### config.mk
export PLATFORM = sky130hd
export DESIGN_NAME = dcs_regs
export DESIGN_NICKNAME = d
export VERILOG_FILES = /design/src/dcs_pkg.sv /design/src/dcs_regs.sv
export SDC_FILE = /design/constraint.sdc
export NUM_CORES = 1
export LEC_CHECK = 0
export BUFFER_PORTS_ARGS = -buffer_cell sky130_fd_sc_hd__buf_4
export CAP_MARGIN = 0
export CORE_ASPECT_RATIO = 0.7
export CORE_MARGIN = 10
export CORE_UTILIZATION = 28
export CTS_CLUSTER_DIAMETER = 30
export DETAILED_ROUTE_END_ITERATION = 6
export GPL_ROUTABILITY_DRIVEN = 0
export GPL_TIMING_DRIVEN = 0
export PLACE_DENSITY = 0.45
export SLEW_MARGIN = 25
export SYNTH_ARGS = -nofsm -noshare
export SYNTH_HDL_FRONTEND = slang
export SYNTH_SLANG_ARGS = --single-unit
### constraint.sdc
create_clock -name clk -period 4.7 [get_ports clk]
set_input_delay 0.705 -clock clk [delete_from_list [all_inputs] [get_ports clk]]
set_output_delay 0.705 -clock clk [all_outputs]
set_load 0.1 [all_outputs]
### src/dcs_pkg.sv
/*
  Constants, register offsets, field layouts and carrier types for the debug
  capture and status register bank.
  Assumes a single core clock domain and a plain strobe register port.
*/
// Behaviour
// - Oscillator count in low 16 bits only
// - Oscillator counts survive system reset
// - Three count registers, three oscillators
// - Memory capacity read-only, bytes in 31:2
// - Debug entry copies saved status word
// - Status bits 0..4 event/irq/enable/handler/kernel
// - Status bits 6..10 wait/fast/issue/kedi/asid
// - Debug entry captures full program counter
// - Debug entry captures full stack pointer
// - Debugger writes 8-bit thread select
// - Debugger writes 5-bit register select
// - Three-bit cause code, values one to five
// - Trigger number, zero for host/call entries
// - Lowest simultaneous trigger number reported
// - Thread number, zero for host entry
// - Data watchpoint loads effective address
// - Resource watchpoint loads resource identifier
// - Separate oscillator enables, cleared at reset
package dcs_pkg;

  // Register indices; byte address is four times the index.
  localparam logic [7:0] IDX_TILE_WIRE_OSC   = 8'h08;
  localparam logic [7:0] IDX_PERIPH_CELL_OSC = 8'h09;
  localparam logic [7:0] IDX_PERIPH_WIRE_OSC = 8'h0a;
  localparam logic [7:0] IDX_MEM_CAPACITY    = 8'h0c;
  localparam logic [7:0] IDX_SAVED_STATUS    = 8'h10;
  localparam logic [7:0] IDX_SAVED_PC        = 8'h11;
  localparam logic [7:0] IDX_SAVED_SP        = 8'h12;
  localparam logic [7:0] IDX_THREAD_SEL      = 8'h13;
  localparam logic [7:0] IDX_REG_SEL         = 8'h14;
  localparam logic [7:0] IDX_ENTRY_CAUSE     = 8'h15;
  localparam logic [7:0] IDX_ENTRY_DATA      = 8'h16;
  localparam logic [7:0] IDX_OSC_ENABLE      = 8'h3c;

  // Writable status bits: 10,9,7,6,4..0; bit 8 read-only, 5 and 31:11 reserved.
  localparam logic [31:0] STATUS_WR_MASK  = 32'h0000_06df;
  localparam logic [31:0] STATUS_CAP_MASK = 32'h0000_07df;
  localparam int          OSC_WIDTH       = 16;
  localparam int          CORE_EN_BIT     = 1;
  localparam int          PERIPH_EN_BIT   = 0;

  // Cause codes.
  localparam logic [2:0] CAUSE_NONE     = 3'h0;
  localparam logic [2:0] CAUSE_HOST     = 3'h1;
  localparam logic [2:0] CAUSE_CALL     = 3'h2;
  localparam logic [2:0] CAUSE_IBREAK   = 3'h3;
  localparam logic [2:0] CAUSE_DWATCH   = 3'h4;
  localparam logic [2:0] CAUSE_RWATCH   = 3'h5;

  // Debug entry event from the core.
  typedef struct packed {
    logic        valid;
    logic [2:0]  cause;
    logic [3:0]  hits;
    logic [7:0]  thread;
    logic [31:0] status;
    logic [31:0] pc;
    logic [31:0] sp;
    logic [31:0] data;
  } dcs_entry_t;

  // Register port request.
  typedef struct packed {
    logic        wr;
    logic        rd;
    logic [7:0]  idx;
    logic [31:0] wdata;
  } dcs_req_t;

endpackage

### src/dcs_regs.sv
/*
  Debug capture and status register bank.
  Assumes the core supplies a one-cycle debug entry pulse with its captured
  state, and ring oscillators arrive as free-running asynchronous clocks whose
  counts are presented here already as levels (sampled through two flops).
*/
// Our own choice: the address-and-strobe port.
`timescale 1ns/1ps
module dcs_regs
  import dcs_pkg::*;
#(
  parameter logic [31:0] MEM_BYTES = 32'h0008_0000
) (
  // Clock and reset.
  input  wire logic             clk,
  input  wire logic             rst,
  // Register port.
  input  wire dcs_req_t         req,
  output logic [31:0]           rdata_q,
  // Debug entry from the core.
  input  wire dcs_entry_t       entry,
  // Raw oscillator counts from the asynchronous oscillator domain.
  input  wire logic [OSC_WIDTH-1:0] osc_raw [3],
  // Oscillator enables and current register selects.
  output logic                  core_osc_enable_q,
  output logic                  periph_osc_enable_q,
  output logic [7:0]            thread_sel_field_q,
  output logic [4:0]            reg_sel_field_q
);

  logic [OSC_WIDTH-1:0] osc_s1_q [3];
  logic [OSC_WIDTH-1:0] osc_s2_q [3];
  logic [31:0]          status_q;
  logic [31:0]          pc_q;
  logic [31:0]          sp_q;
  logic [2:0]           cause_q;
  logic [1:0]           trig_q;
  logic [7:0]           thread_q;
  logic [31:0]          data_q;
  logic [1:0]           lowest_hit;
  logic                 ext_cause;
  logic [31:0]          rd_d;

  // Two-flop samplers for each oscillator count, with no reset so a system
  // reset leaves the readable counts intact.
  genvar g;
  generate
    for (g = 0; g < 3; g++) begin : g_osc
      always_ff @(posedge clk) begin
        osc_s1_q[g] <= osc_raw[g];
        osc_s2_q[g] <= osc_s1_q[g];
      end
    end
  endgenerate

  // Lowest-numbered hit wins when several fire at once.
  always_comb begin
    lowest_hit = 2'h0;
    if (entry.hits[0]) begin
      lowest_hit = 2'h0;
    end else if (entry.hits[1]) begin
      lowest_hit = 2'h1;
    end else if (entry.hits[2]) begin
      lowest_hit = 2'h2;
    end else if (entry.hits[3]) begin
      lowest_hit = 2'h3;
    end
  end

  // Host and call entries carry no trigger number.
  assign ext_cause = (entry.cause == CAUSE_HOST) || (entry.cause == CAUSE_CALL);

  // Oscillator enables, cleared at reset.
  always_ff @(posedge clk) begin
    if (rst) begin
      core_osc_enable_q   <= 1'b0;
      periph_osc_enable_q <= 1'b0;
    end else if (req.wr && req.idx == IDX_OSC_ENABLE) begin
      core_osc_enable_q   <= req.wdata[CORE_EN_BIT];
      periph_osc_enable_q <= req.wdata[PERIPH_EN_BIT];
    end
  end

  // Remote read operands; only the field bits are stored.
  always_ff @(posedge clk) begin
    if (rst) begin
      thread_sel_field_q <= 8'h00;
      reg_sel_field_q    <= 5'h00;
    end else if (req.wr) begin
      if (req.idx == IDX_THREAD_SEL) begin
        thread_sel_field_q <= req.wdata[7:0];
      end
      if (req.idx == IDX_REG_SEL) begin
        reg_sel_field_q <= req.wdata[4:0];
      end
    end
  end

  // Saved status, program counter and stack pointer: captured on entry,
  // otherwise writable by the debugger. Entry wins over a same-cycle write.
  always_ff @(posedge clk) begin
    if (rst) begin
      status_q <= 32'h0000_0000;
      pc_q     <= 32'h0000_0000;
      sp_q     <= 32'h0000_0000;
    end else if (entry.valid) begin
      status_q <= entry.status & STATUS_CAP_MASK;
      pc_q     <= entry.pc;
      sp_q     <= entry.sp;
    end else if (req.wr) begin
      if (req.idx == IDX_SAVED_STATUS) begin
        status_q <= (status_q & ~STATUS_WR_MASK) | (req.wdata & STATUS_WR_MASK);
      end
      if (req.idx == IDX_SAVED_PC) begin
        pc_q <= req.wdata;
      end
      if (req.idx == IDX_SAVED_SP) begin
        sp_q <= req.wdata;
      end
    end
  end

  // Entry cause, trigger number and thread; entry wins over a write.
  always_ff @(posedge clk) begin
    if (rst) begin
      cause_q  <= CAUSE_NONE;
      trig_q   <= 2'h0;
      thread_q <= 8'h00;
    end else if (entry.valid) begin
      cause_q  <= entry.cause;
      trig_q   <= ext_cause ? 2'h0 : lowest_hit;
      thread_q <= (entry.cause == CAUSE_HOST) ? 8'h00 : entry.thread;
    end else if (req.wr && req.idx == IDX_ENTRY_CAUSE) begin
      cause_q  <= req.wdata[2:0];
      trig_q   <= req.wdata[17:16];
      thread_q <= req.wdata[15:8];
    end
  end

  // Entry data: address on data watchpoint, resource id on resource watchpoint.
  always_ff @(posedge clk) begin
    if (rst) begin
      data_q <= 32'h0000_0000;
    end else if (entry.valid &&
                 (entry.cause == CAUSE_DWATCH || entry.cause == CAUSE_RWATCH)) begin
      data_q <= entry.data;
    end else if (req.wr && req.idx == IDX_ENTRY_DATA) begin
      data_q <= req.wdata;
    end
  end

  // Read multiplexer; reserved bits and unmapped indices read zero.
  always_comb begin
    rd_d = 32'h0000_0000;
    case (req.idx)
      IDX_TILE_WIRE_OSC:   rd_d = {16'h0000, osc_s2_q[0]};
      IDX_PERIPH_CELL_OSC: rd_d = {16'h0000, osc_s2_q[1]};
      IDX_PERIPH_WIRE_OSC: rd_d = {16'h0000, osc_s2_q[2]};
      IDX_MEM_CAPACITY:    rd_d = {MEM_BYTES[31:2], 2'b00};
      IDX_SAVED_STATUS:    rd_d = status_q;
      IDX_SAVED_PC:        rd_d = pc_q;
      IDX_SAVED_SP:        rd_d = sp_q;
      IDX_THREAD_SEL:      rd_d = {24'h000000, thread_sel_field_q};
      IDX_REG_SEL:         rd_d = {27'h0, reg_sel_field_q};
      IDX_ENTRY_CAUSE:     rd_d = {14'h0, trig_q, thread_q, 5'h00, cause_q};
      IDX_ENTRY_DATA:      rd_d = data_q;
      IDX_OSC_ENABLE:      rd_d = {30'h0, core_osc_enable_q, periph_osc_enable_q};
      default:             rd_d = 32'h0000_0000;
    endcase
  end

  // Read data stands the cycle after the read strobe only.
  always_ff @(posedge clk) begin
    if (rst) begin
      rdata_q <= 32'h0000_0000;
    end else if (req.rd) begin
      rdata_q <= rd_d;
    end else begin
      rdata_q <= 32'h0000_0000;
    end
  end

endmodule

Word-level counts from Yosys, hierarchy flattened
Memory sizes are Yosys's and may differ from the RTL's. Cells that the tools add are included.

Register bits: 188. RAM bits: 96. Input bits: 236. Output and inout bits: 47. Logic and storage cells: 77. Memories kept: 2.

Memories: osc_s1_q (depth 3, bits a word 16, rd ports 3, clocked after memory_dff 0, wr ports 3, line dcs_regs.sv:31) `logic [OSC_WIDTH-1:0] osc_s1_q [3];`; osc_s2_q (depth 3, bits a word 16, rd ports 3, clocked after memory_dff 0, wr ports 3, line dcs_regs.sv:32) `logic [OSC_WIDTH-1:0] osc_s2_q [3];`.

Equality and inequality tests: 16. Muxes and demuxes: 24. Bitwise gates (word level): 2. Reduce and logical (&&, ||, !) cells: 20.

Operator list (count): $pmux 32 s12 (1); $mux 32 (8); $eq 8x5->1 const B (7); $mux 11 (3); $eq 8x4->1 const B (4); $or 32x11->32 (1); $mux 8 (3); $mux 2 (7); $reduce_and 2->1 (6); $reduce_bool 2->1 (6); $eq 8x6->1 const B (1); $eq 3x3->1 const B (2); $mux 3 (2); $logic_and 1x1->1 (4); $reduce_or 2->1 (2); $eq 3x1->1 const B (1); $eq 3x2->1 const B (1); $logic_or 1x1->1 (2); $not 1->1 (1).

Depth between registers and ports, before layout
Depth after elaboration: 6. Mapped depth: 7. Mapped depth without buffers: 4.

Worst setup path before layout
Ideal clock, no wire load.

Path type: input-to-reg. Start point: input port req[39] (netlist name). End point: register data_q[11]. Arrival time: 2162 ps. Required time: 4554 ps. Setup slack: 2392 ps. Cell stages on the path: 5. Path buffers: 2. Path through: buf_2 -> or4b_4 -> o31ai_4 -> buf_4 -> a211oi_2.

Longest elaborated chain between the ends: 3.

RTL lines: start: declaration (line dcs_regs.sv:18) `input wire dcs_req_t req,`; $eq 8x5->1 (line dcs_regs.sv:147) `end else if (req.wr && req.idx == IDX_ENTRY_DATA) begin`; $logic_and 1x1->1 (line dcs_regs.sv:147); $reduce_bool 2->1 (no line); end signal: assignment (line dcs_regs.sv:146) `data_q <= entry.data;`; end signal: assignment (line dcs_regs.sv:148) `data_q <= req.wdata;`; end: declaration (line dcs_regs.sv:39) `logic [31:0] data_q;`.

Every way passes these cells. A chain may end at the register's enable or synchronous reset.

Final worst setup path
Start point: input port req[34] (netlist name). End point: register rdata_q[0].

Longest elaborated chain between the ends: 2. Elaborated cells between the ends (all ways): 13. Those cells by class: eq/ne (12); mux (1).

RTL lines: $eq 8x6->1, or another cell as far along (line dcs_regs.sv:155) `case (req.idx)`; $pmux 32 s12 * (line dcs_regs.sv:155); end signal: assignment (line dcs_regs.sv:177) `rdata_q <= rd_d;`; end: declaration (line dcs_regs.sv:19) `output logic [31:0] rdata_q,`.

Every way passes the cells marked *; elsewhere a longest branch is shown, timed or not.

==> summary.md <==
| Metric | Value |
|---|---|
| Worst slack, placed | `1410 ps` |
| Post-CTS Setup Bufs | `0` |
| H-Tree Level Count | `2` |
| Total vias in the final route | `9,563` |
| Initial antenna violation count | `3` |
| Hold Buf Count CTS | `0` |
| Number of failing hold endpoints at the final stage | `0` |
| Floorplan die height | `179 um` |
| Hold Path End | `osc_s1_q[0][1]$_DFF_P_` |
| Post-DRT Antenna Nets | `0` |
| Wire length of the first global-routing pass | `65,000 um` |
| Endpoint of the lowest-slack register-to-register path | `rdata_q[0]$_SDFF_PP0_` |
| Result of the run | `complete, but fails checks` |
| Final number of max-transition violations | `0` |
| Post-synthesis async set-or-reset flop share | `0%` |
| Share of final-layout standard cells stronger than drive strength 1 | `30.4%` |
| Post-CTS Resized | `0` |
| Port Buf Inserts | `~250` |
| Final critical-path required period | `2790 ps` |
| Number of global-route vias before repair | `between 9,000 and 10,000` |
| Starting density of the core | `between 20% and 30%` |
| Number of placement rows | `58` |
| Overflow left after global routing | `0` |
| Leakage | `around 5.9 nW` |
| Data required time of the worst path | `5160 ps` |
| Crit-path max FO | `10` |
| Unrepaired setup endpoints after global routing | `no` |
| Placed cell area | `approximately 13,000 um2` |
| Vias/cell | `5.07` |
| Highest ir drop seen on vdd | `roughly 0.24 mV` |
| Final Hold Slack | `237 ps` |
| Routed WL per cell | `24.1 um` |
| Synth Area in Compound Gates | `19.8%` |
| NumNets Final | `1,597` |
| Detailed-routing iteration count for the pre-antenna-repair pass | `7` |
| Largest net degree at the start of global routing | `15` |
| Standard cell core area | `35,700 um2` |
| Number of synthesized flops with an enable pin | `0` |
| Max Cap Violations | `0` |
| Final core area utilization | `40.7%` |
| Max Clock Freq | `about 360 MHz` |
| Dominant cell by count in the synthesized netlist | `sky130_fd_sc_hd__dfxtp_1` |
| Critical path data arrival time | `3250 ps` |
| Share of the yosys chip area belonging to registers | `between 50% and 60%` |
| Dpl hpwl | `33,800 um` |
| Worst reg2reg path startpoint | `status_q[0]$_SDFFE_PP0P_` |
| Insertion delay to the later sink of the worst-skew pair | `around 570 ps` |
| Synth Net Count | `1,287` |
| Cell variety after synth | `56` |
| Critical Path Start Type | `input pin` |
| Number of warnings printed during yosys synthesis | `0` |
| Final TNS setup | `0 ps` |
| Failing checks | `DRC` |
| Cell count after synthesis | `1,051` |
| Average instance area after synthesis | `9.60 um2` |
| Portion of synthesized cell area occupied by the leading cell type | `52.0%` |
| Non-Filler Cell Area, Final | `14,500 um2` |
| Class of the most critical setup path | `in2reg` |
| Launch point of the worst hold path | `osc_raw[33]` |
| Drt initial violations | `roughly 870` |
| Cell at the root of the clock tree | `sky130_fd_sc_hd__clkbuf_16` |
| Xor/xnor cell area share of the yosys netlist | `0.0868%` |
| Minimum setup slack in the final design | `between 1500 and 2000 ps` |
| Total standard cell area after synthesis | `10,100 um2` |
| Worst Clk Skew | `16.8 ps` |
| Power density relative to cell area | `472 nW/um2` |
| Minimum setup slack among reg-to-reg paths | `around 3300 ps` |
| Die width | `247 um` |
| Boundary Pins | `between 200 and 300` |
| Post-Synth Simple-Gate Area | `16.7%` |
| Worst-margin pin slew | `1040 ps` |
| Post-detailed-routing wire length | `45,500 um` |
| Main flop type after synthesis | `sky130_fd_sc_hd__dfxtp_1` |
| Main combinational cell family by area after synthesis | `compound AO/OA/AOI/OAI gates` |
| TritonCTS clock tree | `yes` |
| Max Buffers Root-to-Sink | `3` |
| Relative area change from synthesis to final layout | `44.1%` |
| Fraction of synthesized area in multiplexers | `7.05%` |
| Cell types occupying the most area after synthesis | `sky130_fd_sc_hd__dfxtp_1 52%, sky130_fd_sc_hd__a311oi_1 6.6%, sky130_fd_sc_hd__mux2i_1 6.2%` |
| Die footprint | `approximately 44,000 um2` |
| Number of synthesized register bits | `around 260` |
| Number of buffers added by the clock tree synthesis step | `between 50 and 60` |
| Cell count of the worst reg-to-reg path | `4` |
| Final cycle utilization of the critical path | `59.4%` |
| Count of cells along the worst hold path | `1` |
| CP Capture Type | `flip-flop` |
| Relative slew slack | `about 31%` |
| Global router's overall resource usage | `19.9%` |
| # DRC | `1` |
| Final setup vio count | `0` |
| Path category of the worst min-delay check | `in2reg` |
| Top cell types by occurrence after synthesis | `262 x sky130_fd_sc_hd__dfxtp_1, 157 x sky130_fd_sc_hd__nor2_1, 152 x sky130_fd_sc_hd__nand2_1` |
| Clock-pin slew of the registers on the worst-case setup and hold paths | `60 ps` |
| Area share of fa/ha/maj cells after synthesis | `0%` |
| Post-synth top area cell | `sky130_fd_sc_hd__dfxtp_1` |
| CTS sink cnt | `262` |
through the flow:
stage / cells / power [mW]
floorplan: 1051 / 2.64
global route: 1888 / 7.07
detailed placement: 1785 / 2.92
CTS: 1886 / 6.91
finish: 1888 / 6.86
global placement: 1785 / 2.92
final cells by class:
cell class / instances / area (um2)
Tap cell: 480 / 601
Clock buffer: 67 / 1510
Clock inverter: 34 / 415
Timing Repair Buffer: 254 / 1910
Buffer: 96 / 424
Fill cell: 3637 / 21200
Sequential cell: 262 / 5250
Inverter: 5 / 18.8
Antenna cell: 2 / 5.00
Multi-Input combinational cell: 688 / 4400
layer usage:
layer  global-route usage, %  share of wire (%)  vias up
met4                    4.82                1.4        2
met5                       0              0.033        -
li1                        -                  -     4459
met1                    27.0                 45     4654
met3                    5.57                8.3       54
met2                    30.7                 45      394
worst max-delay path, cell delays in order:
cell and delay, ps:
sky130_fd_sc_hd__buf_4 140, sky130_fd_sc_hd__clkbuf_1 280, sky130_fd_sc_hd__nor3_1 300, sky130_fd_sc_hd__and3_1 190
sky130_fd_sc_hd__clkbuf_1 530, sky130_fd_sc_hd__clkbuf_1 510, sky130_fd_sc_hd__o21ai_0 330, sky130_fd_sc_hd__a41oi_1 270
how the worst max path moves through the flow:
stage,from,endpoint,slack [ps]
global placement,req[34],rdata_q[1]$_SDFF_PP0_,1410
CTS,req[34],rdata_q[0]$_SDFF_PP0_,1980
finish,req[34],rdata_q[0]$_SDFF_PP0_,1910
detailed placement,req[34],rdata_q[0]$_SDFF_PP0_,1410
global route,req[34],rdata_q[0]$_SDFF_PP0_,1820
floorplan,req[39],data_q[11]$_SDFFE_PP0P_,2390
placed cells by master (no fill, tap or decap), types with 3 or more instances in the layout:
cell                           n
sky130_fd_sc_hd__bufinv_16     6
sky130_fd_sc_hd__or3b_2        3
sky130_fd_sc_hd__dfxtp_1     262
sky130_fd_sc_hd__o21ai_0      11
sky130_fd_sc_hd__a21oi_1      19
sky130_fd_sc_hd__nor2_1      157
sky130_fd_sc_hd__buf_2        23
sky130_fd_sc_hd__o2bb2ai_1     7
sky130_fd_sc_hd__nor2b_1       6
sky130_fd_sc_hd__clkinv_2      7
sky130_fd_sc_hd__mux2_2        4
sky130_fd_sc_hd__nand2b_1      3
sky130_fd_sc_hd__clkbuf_16    57
sky130_fd_sc_hd__a311oi_1     76
sky130_fd_sc_hd__and2_1       14
sky130_fd_sc_hd__inv_1         5
sky130_fd_sc_hd__clkbuf_8      5
sky130_fd_sc_hd__buf_4       257
sky130_fd_sc_hd__buf_6         3
sky130_fd_sc_hd__inv_8         3
sky130_fd_sc_hd__nand2_1     152
sky130_fd_sc_hd__mux2i_1      62
sky130_fd_sc_hd__a41oi_1       4
sky130_fd_sc_hd__nand3_1      27
sky130_fd_sc_hd__a22oi_1      30
sky130_fd_sc_hd__nor3_2        3
sky130_fd_sc_hd__clkbuf_1     69
sky130_fd_sc_hd__nor4b_1       3
sky130_fd_sc_hd__a31oi_1       7
sky130_fd_sc_hd__clkinvlp_4   11
sky130_fd_sc_hd__a211oi_2     28
sky130_fd_sc_hd__clkinv_8      3
sky130_fd_sc_hd__a222oi_1     18
sky130_fd_sc_hd__a211oi_1     14
sky130_fd_sc_hd__a32oi_1       6
sky130_fd_sc_hd__and3_1        5
power by group:
group          total [mW]  switching [mW]  internal [mW]  leakage, nW
Combinational       0.498           0.275          0.223         2.85
Clock                3.98            1.34           2.64        0.914
Sequential           2.38          0.0465           2.34         2.17
Total                6.86            1.66           5.20         5.93
cells by family (layout without fill, tap and decap cells):
family	Yosys count	in the layout
other	0	2
multiplexers	68	68
AND/OR/NAND/NOR	387	387
flip-flops	262	262
buffers and inverters	101	456
AO/OA/AOI/OAI	232	232
XOR/XNOR	1	1
registers in the layout (all words and copies together) (netlist names), 3 cells and up:
register / count
status_q: 10
pc_q: 32
rdata_q: 32
osc_s1_q: 48
reg_sel_field_q: 5
thread_sel_field_q: 8
thread_q: 8
sp_q: 32
osc_s2_q: 48
cause_q: 3
data_q: 32
Note: power is estimated with default switching activity, not from simulation.
